===== src/verilog/hpac_consts.vh =====
/*
   Constants for the headphone amplifier mode control block: register
   indices, field positions, reset values and mode codes.
   Assumes inclusion by bare name from the design files.
*/
`ifndef HPAC_CONSTS_VH
`define HPAC_CONSTS_VH

// ****************************************
// Register indices
// ****************************************
`define HPAC_ADDR_MAIN 8'h01
`define HPAC_ADDR_VOL 8'h02
`define HPAC_ADDR_FLOAT 8'h03
`define HPAC_ADDR_STATUS 8'h04

// ****************************************
// Field positions
// ****************************************
`define HPAC_MAIN_SLP 0
`define HPAC_MAIN_MODE_LO 4
`define HPAC_MAIN_MODE_HI 5
`define HPAC_MAIN_EN_L 7
`define HPAC_MAIN_EN_R 6
`define HPAC_FLOAT_L 0
`define HPAC_FLOAT_R 1
`define HPAC_VOL_MUTE_L 7
`define HPAC_VOL_MUTE_R 6
`define HPAC_STAT_THERM 0

// ****************************************
// Reset values and mode codes
// ****************************************
`define HPAC_MAIN_RST 8'h00
`define HPAC_VOL_RST 8'hC0
`define HPAC_FLOAT_RST 8'h00
`define HPAC_MODE_STEREO 2'h0
`define HPAC_MODE_DUALMONO 2'h1
`define HPAC_MODE_BRIDGE 2'h2

`endif


===== src/verilog/hpac_route.v =====
/*
   Output routing decode: from mode, enables and float bits to the
   per-output drive, source and float controls.
   Assumes the caller has already folded shutdown into the enables.
*/
`timescale 1ns/1ns
`include "hpac_consts.vh"

module hpac_route
(
   input wire [1:0] mode_i,
   input wire en_l_i,
   input wire en_r_i,
   input wire float_l_i,
   input wire float_r_i,
   output reg drive_l_o,
   output reg drive_r_o,
   output reg src_r_left_o,
   output reg invert_r_o,
   output reg float_l_o,
   output reg float_r_o
);

   // ****************************************
   // Combinational routing
   // ****************************************
   always @*
   begin
      drive_l_o = en_l_i;
      drive_r_o = en_r_i;
      src_r_left_o = 1'b0;
      invert_r_o = 1'b0;
      // Enabled amp overrides its float bit
      float_l_o = float_l_i & ~en_l_i;
      float_r_o = float_r_i & ~en_r_i;
      // Modes only apply with both enables set
      if (en_l_i && en_r_i)
      begin
         case (mode_i)
            `HPAC_MODE_STEREO: src_r_left_o = 1'b0;
            `HPAC_MODE_DUALMONO: src_r_left_o = 1'b1;
            `HPAC_MODE_BRIDGE:
            begin
               src_r_left_o = 1'b1;
               invert_r_o = 1'b1;
            end
            default: src_r_left_o = 1'b0;
         endcase
      end
   end

endmodule // hpac_route


===== src/verilog/hpac_ctrl.v =====
/*
   Headphone amplifier mode control: register bank written by the
   serial host, shutdown handling, thermal record and output control.

   Register map, one byte per index:
      1  main control: bit 7 left enable, bit 6 right enable,
         bits 5:4 output mode, bit 0 soft low power
      2  gain: bit 7 left mute, bit 6 right mute, bits 5:0 volume
         code shared by both channels
      3  output float: bit 0 left, bit 1 right
      4  status, read only: bit 0 thermal fault record
   Writes to the status index and to unmapped indices are ignored;
   unmapped indices read back as zero.
   Mode 11 is not a documented mode and behaves as stereo.
   A thermal fault sleeps the device like soft low power, but the
   enable bits stay as written, so the host sees what it asked for.

   Assumes a byte-wide write/read port already decoded from the serial
   bus, synchronous to sys_clk_i, and a synchronous thermal flag.
   The shutdown pin is sampled like a synchronous reset, so it must be
   held low for at least one clock edge to take effect.
*/
// Overview of operation
// - Low shutdown pin forces every function off.
// - Hardware shutdown overrides all register settings.
// - Hardware shutdown returns every register to its default.
// - Writing 1 to main control bit 0 enters soft low power.
// - Soft low power stops the charge pump and both outputs.
// - Writing 0 to that bit returns to normal operation.
// - Entering soft low power clears enable bits 7 and 6 only.
// - Bits 7 and 6 enable left and right amps independently.
// - Charge pump stays on with both amps off unless shut down.
// - Float register bits 0 and 1 float left and right outputs.
// - Mode 00 with both enabled gives stereo.
// - Mode 01 with both enabled sends left input to both outputs.
// - Mode 10 with both enabled bridges left input across outputs.
// - Power-up defaults: awake, pump on, amps off, stereo, muted, -59.5 dB.
// - Overtemperature shuts device down and sets a readable status bit.
// - Gain register: two mute bits above a six-bit volume code.
`timescale 1ns/1ns
`include "hpac_consts.vh"

module hpac_ctrl
(
   input wire sys_clk_i,
   input wire srst_i,
   input wire hw_off_pin_n_i,
   input wire wr_en_i,
   input wire rd_en_i,
   input wire [7:0] addr_i,
   input wire [7:0] wdata_i,
   input wire over_temp_i,
   output reg [7:0] rdata_o,
   output reg rvalid_o,
   output reg pump_on_o,
   output reg left_output_drive_o,
   output reg right_output_drive_o,
   output reg left_output_float_o,
   output reg right_output_float_o,
   output reg right_from_left_o,
   output reg right_invert_o,
   output reg left_silence_o,
   output reg right_silence_o,
   output reg [5:0] left_vol_o,
   output reg [5:0] right_vol_o,
   output reg thermal_fault_o
);

   // ****************************************
   // Register bank
   // ****************************************
   reg [7:0] main_reg;
   reg [7:0] float_reg;
   reg [7:0] vol_reg;
   reg therm_reg;
   wire hw_off;
   wire slp;
   wire en_l;
   wire en_r;
   wire drv_l;
   wire drv_r;
   wire src_rl;
   wire inv_r;
   wire flt_l;
   wire flt_r;
   reg [7:0] main_next;
   reg [7:0] float_next;
   reg [7:0] vol_next;
   reg therm_next;
   wire wr_main;
   wire wr_float;
   wire wr_vol;
   reg pump_next;
   reg drive_l_next;
   reg drive_r_next;
   reg float_l_next;
   reg float_r_next;
   reg from_left_next;
   reg invert_next;
   reg silence_l_next;
   reg silence_r_next;
   reg [5:0] vol_l_next;
   reg [5:0] vol_r_next;
   reg fault_next;
   reg rvalid_next;
   reg [7:0] rdata_next;

   // Shutdown pin acts as an extra reset
   assign hw_off = srst_i | ~hw_off_pin_n_i;
   assign slp = main_reg[`HPAC_MAIN_SLP] | therm_reg;

   // Shutdown folds into the enables before routing
   assign en_l = main_reg[`HPAC_MAIN_EN_L] & ~slp;
   assign en_r = main_reg[`HPAC_MAIN_EN_R] & ~slp;

   // ****************************************
   // Helper functions
   // ****************************************
   // Write strobe decode shared by every writable register
   function wr_hit;
      input wr_en;
      input [7:0] addr;
      input [7:0] index;
      begin
         wr_hit = wr_en & (addr == index);
      end
   endfunction

   // Both channel enables dropped, every other bit of the word kept
   function [7:0] drop_enables;
      input [7:0] word;
      begin
         drop_enables = word;
         drop_enables[`HPAC_MAIN_EN_L] = 1'b0;
         drop_enables[`HPAC_MAIN_EN_R] = 1'b0;
      end
   endfunction

   // Float request gated by the awake state, applied per output
   function awake_only;
      input request;
      input sleeping;
      begin
         awake_only = request & ~sleeping;
      end
   endfunction

   // Read-back word for a register index; unmapped indices read zero
   function [7:0] read_word;
      input [7:0] addr;
      input [7:0] main_word;
      input [7:0] vol_word;
      input [7:0] float_word;
      input therm_bit;
      begin
         case (addr)
            `HPAC_ADDR_MAIN: read_word = main_word;
            `HPAC_ADDR_VOL: read_word = vol_word;
            `HPAC_ADDR_FLOAT: read_word = float_word;
            `HPAC_ADDR_STATUS: read_word = {7'h00, therm_bit};
            default: read_word = 8'h00;
         endcase
      end
   endfunction

   // ****************************************
   // Register next values
   // ****************************************
   // Status index is read-only, so writes to it fall through
   assign wr_main = wr_hit(wr_en_i, addr_i, `HPAC_ADDR_MAIN);
   assign wr_float = wr_hit(wr_en_i, addr_i, `HPAC_ADDR_FLOAT);
   assign wr_vol = wr_hit(wr_en_i, addr_i, `HPAC_ADDR_VOL);

   // Host writes land at the strobe edge; soft sleep keeps enables clear
   always @*
   begin
      main_next = main_reg;
      float_next = float_reg;
      vol_next = vol_reg;
      therm_next = therm_reg;
      if (wr_main)
      begin
         // Whole-word write, enables dropped when bit 0 is set; the only way back out of soft sleep short of shutdown
         main_next = wdata_i;
         if (wdata_i[`HPAC_MAIN_SLP])
            main_next = drop_enables(wdata_i);
      end
      else if (main_reg[`HPAC_MAIN_SLP])
         main_next = drop_enables(main_reg);
      if (wr_float)
         float_next = wdata_i;
      if (wr_vol)
         vol_next = wdata_i;
      // Thermal record is sticky; only shutdown clears it
      if (over_temp_i)
         therm_next = 1'b1;
   end

   // ****************************************
   // Register state
   // ****************************************
   // Register contents lost on hardware shutdown
   always @(posedge sys_clk_i)
   begin
      if (hw_off)
      begin
         main_reg <= `HPAC_MAIN_RST;
         float_reg <= `HPAC_FLOAT_RST;
         vol_reg <= `HPAC_VOL_RST;
         therm_reg <= 1'b0;
      end
      else
      begin
         main_reg <= main_next;
         float_reg <= float_next;
         vol_reg <= vol_next;
         therm_reg <= therm_next;
      end
   end

   // ****************************************
   // Routing decode
   // ****************************************
   hpac_route u_route
   (
      .mode_i(main_reg[`HPAC_MAIN_MODE_HI:`HPAC_MAIN_MODE_LO]),
      .en_l_i(en_l),
      .en_r_i(en_r),
      .float_l_i(float_reg[`HPAC_FLOAT_L]),
      .float_r_i(float_reg[`HPAC_FLOAT_R]),
      .drive_l_o(drv_l),
      .drive_r_o(drv_r),
      .src_r_left_o(src_rl),
      .invert_r_o(inv_r),
      .float_l_o(flt_l),
      .float_r_o(flt_r)
   );

   // ****************************************
   // Output next values
   // ****************************************
   // Shutdown wins over everything the registers ask for
   always @*
   begin
      pump_next = ~slp;
      drive_l_next = drv_l;
      drive_r_next = drv_r;
      // Float honoured only while awake
      float_l_next = awake_only(flt_l, slp);
      float_r_next = awake_only(flt_r, slp);
      from_left_next = src_rl;
      invert_next = inv_r;
      silence_l_next = vol_reg[`HPAC_VOL_MUTE_L];
      silence_r_next = vol_reg[`HPAC_VOL_MUTE_R];
      // One shared volume code for both channels
      vol_l_next = vol_reg[5:0];
      vol_r_next = vol_reg[5:0];
      fault_next = therm_reg;
      // Read answer one cycle after the strobe; data follows addr_i
      rvalid_next = rd_en_i;
      rdata_next = read_word(addr_i, main_reg, vol_reg, float_reg, therm_reg);
      if (hw_off)
      begin
         // Quietest state: pump and amps off, both channels muted
         pump_next = 1'b0;
         drive_l_next = 1'b0;
         drive_r_next = 1'b0;
         float_l_next = 1'b0;
         float_r_next = 1'b0;
         from_left_next = 1'b0;
         invert_next = 1'b0;
         silence_l_next = 1'b1;
         silence_r_next = 1'b1;
         vol_l_next = 6'h00;
         vol_r_next = 6'h00;
         fault_next = 1'b0;
         rvalid_next = 1'b0;
         rdata_next = 8'h00;
      end
   end

   // ****************************************
   // Registered outputs
   // ****************************************
   // Every output straight from a flop, so pins never glitch on decode
   always @(posedge sys_clk_i)
   begin
      pump_on_o <= pump_next;
      left_output_drive_o <= drive_l_next;
      right_output_drive_o <= drive_r_next;
      left_output_float_o <= float_l_next;
      right_output_float_o <= float_r_next;
      right_from_left_o <= from_left_next;
      right_invert_o <= invert_next;
      left_silence_o <= silence_l_next;
      right_silence_o <= silence_r_next;
      left_vol_o <= vol_l_next;
      right_vol_o <= vol_r_next;
      thermal_fault_o <= fault_next;
      rvalid_o <= rvalid_next;
      rdata_o <= rdata_next;
   end

endmodule // hpac_ctrl


===== config.mk =====
export PLATFORM = sky130hd
export DESIGN_NAME = hpac_ctrl
export DESIGN_NICKNAME = d
export VERILOG_FILES = /design/src/verilog/hpac_route.v /design/src/verilog/hpac_ctrl.v
export VERILOG_INCLUDE_DIRS = /design/src /design/src/verilog
export SDC_FILE = /design/constraint.sdc
export NUM_CORES = 1
export LEC_CHECK = 0
export ABC_AREA = 0
export BUFFER_PORTS_ARGS = -buffer_cell sky130_fd_sc_hd__buf_2
export CORE_AREA = 4 4 81 83
export CTS_BUF_LIST = sky130_fd_sc_hd__clkbuf_8 sky130_fd_sc_hd__clkbuf_16
export CTS_CLUSTER_SIZE = 16
export DETAILED_ROUTE_END_ITERATION = 8
export DIE_AREA = 0 0 85 87
export PLACE_DENSITY = 0.65
export SLEW_MARGIN = 10
export SYNTH_ARGS = -nofsm -noshare
export SYNTH_HDL_FRONTEND = slang
export SYNTH_SLANG_ARGS = --single-unit

===== constraint.sdc =====
create_clock -name sys_clk_i -period 2.62 [get_ports sys_clk_i]
set_input_delay 0.393 -clock sys_clk_i [delete_from_list [all_inputs] [get_ports sys_clk_i]]
set_output_delay 0.393 -clock sys_clk_i [all_outputs]
set_load 0.01 [all_outputs]

==> results of run 1 <==
## layout make-up
type	count	share of cell area, %
clock inverter	3	1.74
multi-input combinational	112	35.6
clock buffer	5	2.90
inverter	13	2.05
tap	75	3.95
timing repair buffer	54	11.6
sequential	50	42.1
## layout by cell type (no fill, tap or decap)
cell type and count:
nor4_4 1, and2b_2 1, dfxtp_1 50, and3_2 1
a21oi_1 1, a22oi_1 7, and3_1 3, clkinvlp_4 1
clkbuf_8 5, nor2b_1 1, ha_1 1, nand3_2 1
nand4_1 3, o2111a_1 1, buf_4 2, nand3b_1 2
buf_2 52, nor4b_4 3, mux2_2 7, bufinv_16 1
nor3b_1 2, nand2b_1 1, nor2_1 13, o41ai_1 2
inv_1 14, nand2_1 28, mux2i_1 23, nand4_2 1
o21ba_2 1, and2_1 4, nor2b_2 1, nor4bb_1 2
and4_1 1
## cells by family after synthesis
group,count (synthesis)
muxes,30
and+or+nand+nor,69
DFF,50
buffers and inverters,28
adders and majority gates,1
AOI/OAI and AO/OA,12
## power groups by stage
stage               Clock [uW]  Combinational (uW)  Sequential (uW)
floorplan                    0                38.3              782
global placement             0                74.0              781
detailed placement           0                74.8              781
CTS                        542                75.4              764
global route               573                80.9              764
finish                     525                74.9              764
## layer usage
metal  routed length, um  vias to the layer above
met4                  62                        0
met1                2080                      667
li1                    -                      728
met3                 201                        5
met5                   0                        -
met2                1990                       36
## worst max-delay path by stage
stage | from | to | cells past startpoint
floorplan | addr_i[2] | main_reg[0]$_SDFFE_PP0P_ | 4
detailed placement | addr_i[1] | read_word.vol_word[0]$_SDFFE_PP0P_ | 5
global placement | addr_i[0] | main_reg[0]$_SDFFE_PP0P_ | 4
finish | addr_i[1] | read_word.vol_word[0]$_SDFFE_PP0P_ | 5
global route | addr_i[1] | read_word.vol_word[0]$_SDFFE_PP0P_ | 5
CTS | addr_i[1] | read_word.vol_word[0]$_SDFFE_PP0P_ | 5
## per-stage QoR
stage	instance area (sq um)	hold WS, ns	utilization, %	worst slack [ns]	power [uW]
floorplan	1990	0.418	-	1.32	820
global placement	2260	0.445	38.7	0.965	855
detailed placement	2260	0.447	38.7	0.938	856
CTS	2370	0.279	40.6	1.25	1380
global route	2370	0.287	40.6	1.10	1420
finish	2370	0.287	40.6	1.22	1360
==> run metrics, run 1 <==
worst path cell trace buf_2 > nor2b_1 > buf_4 > and4_1 > mux2i_1; leading area contributor after synthesis dfxtp_1; fraction of layout cells with a size suffix above 1 32.9%; PwrDens 574 mW/mm^2; fill count 602; Synth Warn # 0; Max VDD drop 0.000222 V; chip height 87 um; Post-Synthesis Cells 190; Final Non-Filler Cells 312; final setup violation count 0; ANT cells 0; first-pass GRT wire length 7100 um; Skew-Pair Late Insertion Delay 0.30 ns; busiest metal layer after global routing met2; Die ar. between 0.007 and 0.008 sq mm; drt pass-1 iters 4; multiplexer share of the synthesized area 15.5%; most instantiated library cell after synthesis dfxtp_1; crit-path max FO 14; post-synth cell types 31; Synth Register Bits 50; DRC 0; Routed Antenna Nets 0; Hold Path End rvalid_o$_SDFF_PP0_; Ports 53; GR Util met2 19.4%; Crit Path Class in2reg; Hold Crit Depth 2; register area share after synthesis 50.3%; Setup Fix Bufs, Post-CTS 0; core area ~0.0059 sq mm; WL per Instance about 14 um; arrival time at the worst endpoint between 1.5 and 2 ns; DR vias/cell around 4.6; starting density of the core between 30% and 40%; Inst Count DP 304; largest family of logic cells by synthesized area simple AND/OR/NAND/NOR gates; PortBufs 52; fin. max-slew vios 0; CP endpoint kind flip-flop; worst min-delay path startpoint rd_en_i; Gate power share around 5.5%; vias in the first global route 1,448; Clock power frac 38.5%; Pleak roughly 0.0011 uW; asr flop ratio synth 0%; reg2reg path depth 3; Reg-to-Reg Start main_reg[0]$_SDFFE_PP0P_; fin crit share approximately 53%; CTS Hold Bufs 0; CTS buffer count 5; delay-heaviest family, CP simple AND/OR/NAND/NOR gates; DRT Wirelength 4330 um; area of the multi-input gates 846 sq um; # nets final 259; f_max 716 MHz; Setup TNS 0 ns; met3 Resource Use GR 2.65%; total grt overflow 0; Switching Share around a fifth; DP Wirelength around 3300 um; FP Rows 28; initial antenna violation count 0; Reg area 0.00100 sq mm; Max transition margin 72.0%; H-tree levels 2; DRT iter0 DRCs 38; Root Driver clkbuf_8; number of flops mapped to enable cells by yosys 0; Synth Area in Simple Gates between 20% and 30%; R2R Setup Slk 1.32 ns; CTS tree yes; CP Buf/Inv Count 2; Syn Area/Cell 10.5 sq um; CTS Buffer Depth 2; RSZ-0062 raised after global routing no; Psw 290 uW; synthesis-to-finish area growth 19.4%; met1 Use GR 16.1%; Hold Path Class in2reg; CTS sink count 50; Die Width 85 um; vias 1,436; total nets after synthesis 213; Final Hold Viols 0; Post-synth top flop dfxtp_1; Routability Congestion between 0.7 and 0.8; r2r endpoint right_from_left_o$_SDFF_PP0_; max-capacitance violation count 0; Cell Area, Synth 0.00199 sq mm; Power Internal between 1000 and 1500 uW; Slew @ Worst Pin 0.418 ns; Reg clk slew, reported paths 0.09 ns; post-synthesis adder-cell area fraction less than 1%; final clock skew approximately 0.016 ns; Period minus WS final 1.40 ns; share of power burned in registers 56.0%; GRT Total Usage 12.2%; status complete, no violations; Critical Path Start Type input pin; CP max stage cell and4_1; area fraction of the dominant cell type after synthesis 50.3%; Area contributors post-synth dfxtp_1 50%, mux2i_1 12%, nand2_1 5.3%; Largest stage delay, worst path 0.31 ns; XOR/XNOR Fraction of Synth Area 0%; largest net degree at the start of global routing 23; Commonest cells post-synth 50 x dfxtp_1, 28 x nand2_1, 23 x mux2i_1; Compound-Gate Fraction of Synth Area 4.85%; post_cts resized 0; worst path required time between 2 and 3 ns
No activity file was read; power rests on OpenSTA's default activity.
==> run 2, diff against run 1 <==
- ABC_AREA: 0 -> 1
- CORE_AREA: 4 4 81 83 -> 4 4 82 84
- DIE_AREA: 0 0 85 87 -> 0 0 86 88
- clock period: 2.62 -> 1.31 ns (I/O delays scaled with it)
==> run metrics, run 2 <==
most instantiated library cell after synthesis nor2_1; Reg-to-Reg Start main_reg[4]$_SDFFE_PP0P_; CTS Buffer Depth 2; Final Hold Viols 0; core area 0.00592 sq mm; total grt overflow 0; Cell Area, Synth roughly 0.0020 sq mm; worst path required time 1.52 ns; total nets after synthesis 285; synthesis-to-finish area growth 20.4%; Post-synth top flop dfxtp_1; fin crit share between 70% and 80%; commonest non-fill, non-tap cell in the layout nor2_1; initial antenna violation count 0; Reg clk slew, reported paths 0.08 ns; DRT Wirelength 4450 um; Die ar. 0.00757 sq mm; post_cts resized 0; Compound-Gate Fraction of Synth Area 5.38%; Routed Antenna Nets 0; max-capacitance violation count 0; register area share after synthesis 48.9%; DR vias/cell 4.39; Skew-Pair Late Insertion Delay 0.30 ns; CP endpoint kind flip-flop; RSZ-0062 raised after global routing no; Root Driver clkbuf_8; Syn Area/Cell 7.81 sq um; CTS tree yes; largest family of logic cells by synthesized area simple AND/OR/NAND/NOR gates; arrival time at the worst endpoint 1.21 ns; CTS buffer count 5; area fraction of the dominant cell type after synthesis 48.9%; H-tree levels 2; worst min-delay path startpoint rd_en_i; Max VDD drop 0.000480 V; FP Rows 28; DP Wirelength 3400 um; Critical Path Start Type flip-flop; post-synth cell types 25; CTS Hold Bufs 0; DRC 0; Die Width 86 um; Synth Area in Simple Gates between 30% and 40%; PortBufs 52; Setup Fix Bufs, Post-CTS 0; Post-Synthesis Cells 262; vias in the first global route about 1.7k; Hold Crit Depth 3; PwrDens 1100 mW/mm^2; Routability Congestion 0.851; Setup TNS 0 ns; largest net degree at the start of global routing 28; chip height 88 um; WL per Instance 11.4 um; starting density of the core 34.6%; GRT Total Usage around 13%; vias about 1.7k; CTS sink count 50; Commonest cells post-synth 75 x nor2_1, 50 x dfxtp_1, 40 x nand2_1; f_max 998 MHz; Hold Path End rvalid_o$_SDFF_PP0_; crit-path max FO 3; final setup violation count 0; Pleak about 0.0012 uW; fraction of layout cells with a size suffix above 1 between 20% and 30%; Synth Warn # 0; minimum hold slack 0.106 ns; first-pass GRT wire length 7550 um; fin. max-slew vios 0; final clock skew 0.00298 ns; Ports 53; Hold Path Class in2reg; r2r endpoint right_from_left_o$_SDFF_PP0_; multiplexer share of the synthesized area 0%; most frequent cells in the layout 75 x nor2_1, 52 x buf_2, 50 x dfxtp_1, 40 x nand2_1, 24 x inv_1; fill count 618; post-synthesis adder-cell area fraction 0.611%; XOR/XNOR Fraction of Synth Area 0%; Max transition margin 75.7%; Area contributors post-synth dfxtp_1 49%, nor2_1 14%, nand2_1 7.3%; asr flop ratio synth 0%; # nets final roughly 340; drt pass-1 iters 4; R2R Setup Slk approximately 0.31 ns; DRT iter0 DRCs 123; number of flops mapped to enable cells by yosys 0; status complete, no violations; leading area contributor after synthesis dfxtp_1; reg2reg path depth 3; Crit Path Class reg2reg; Synth Register Bits 50; ANT cells 0; Slew @ Worst Pin 0.364 ns; Period minus WS final 1.00 ns
## run 2: final cells by class
cell class	instances	area [sq um]	area share, %
Sequential cell	50	1000	40.6
Multi-Input combinational cell	176	868	35.2
Timing Repair Buffer	53	280	11.4
Inverter	27	115	4.67
Tap cell	75	93.8	3.81
Clock buffer	5	68.8	2.79
Clock inverter	3	37.5	1.52
## run 2: power by group
part	switching [uW]	leakage, uW	total, uW	internal [uW]
logic	98.1	0.000708	155	56.6
registers	2.57	0.000403	1530	1520
clock network	485	0.0000607	1040	556
## run 2: worst max-delay path, stage by stage, from the launching register on
cell	delay, ns
dfxtp_1	0.36
inv_1	0.05
ha_1	0.28
nor4_1	0.21
## run 2: worst max path at each step
stage,from,endpoint,slack [ns],cells after the start
after global placement,addr_i[3],read_word.vol_word[0]$_SDFFE_PP0P_,0.14,8
after floorplan,addr_i[7],float_reg[0]$_SDFFE_PP0P_,0.35,6
after CTS,main_reg[4]$_SDFFE_PP0P_,right_from_left_o$_SDFF_PP0_,0.31,3
after global routing,main_reg[0]$_SDFFE_PP0P_,right_invert_o$_SDFF_PP0_,0.25,4
final,main_reg[4]$_SDFFE_PP0P_,right_from_left_o$_SDFF_PP0_,0.31,3
after detailed placement,addr_i[3],read_word.vol_word[5]$_SDFFE_PP0P_,0.11,7
## run 2: per-stage QoR
step | setup WS (ns) | std cells | total power (uW) | util [%] | instance area, sq um
2_1_floorplan | 0.353 | 262 | 1640 | - | 2050
3_3_place_gp | 0.138 | 381 | 1710 | 39.8 | 2360
3_5_place_dp | 0.115 | 381 | 1720 | 39.8 | 2360
4_1_cts | 0.305 | 389 | 2740 | 41.6 | 2460
5_1_grt | 0.246 | 389 | 2840 | 41.6 | 2460
6_report | 0.308 | 389 | 2720 | 41.6 | 2460
## run 2: logic make-up (layout without fill, tap and decap cells)
logic type	after synthesis	in the layout
and+or+nand+nor	153	153
DFF	50	50
buffers and inverters	36	88
AOI/OAI and AO/OA	22	22
adders and majority gates	1	1
## run 2: per-layer routing
| metal | vias to the layer above | share of wire, % | GRT usage [%] |
|---|---|---|---|
| met5 | - | 0 | 0 |
| met4 | 0 | 1.8 | 4.03 |
| met3 | 7 | 5.7 | 3.20 |
| met2 | 38 | 45 | 21.4 |
| met1 | 766 | 47 | 15.8 |
| li1 | 897 | - | - |
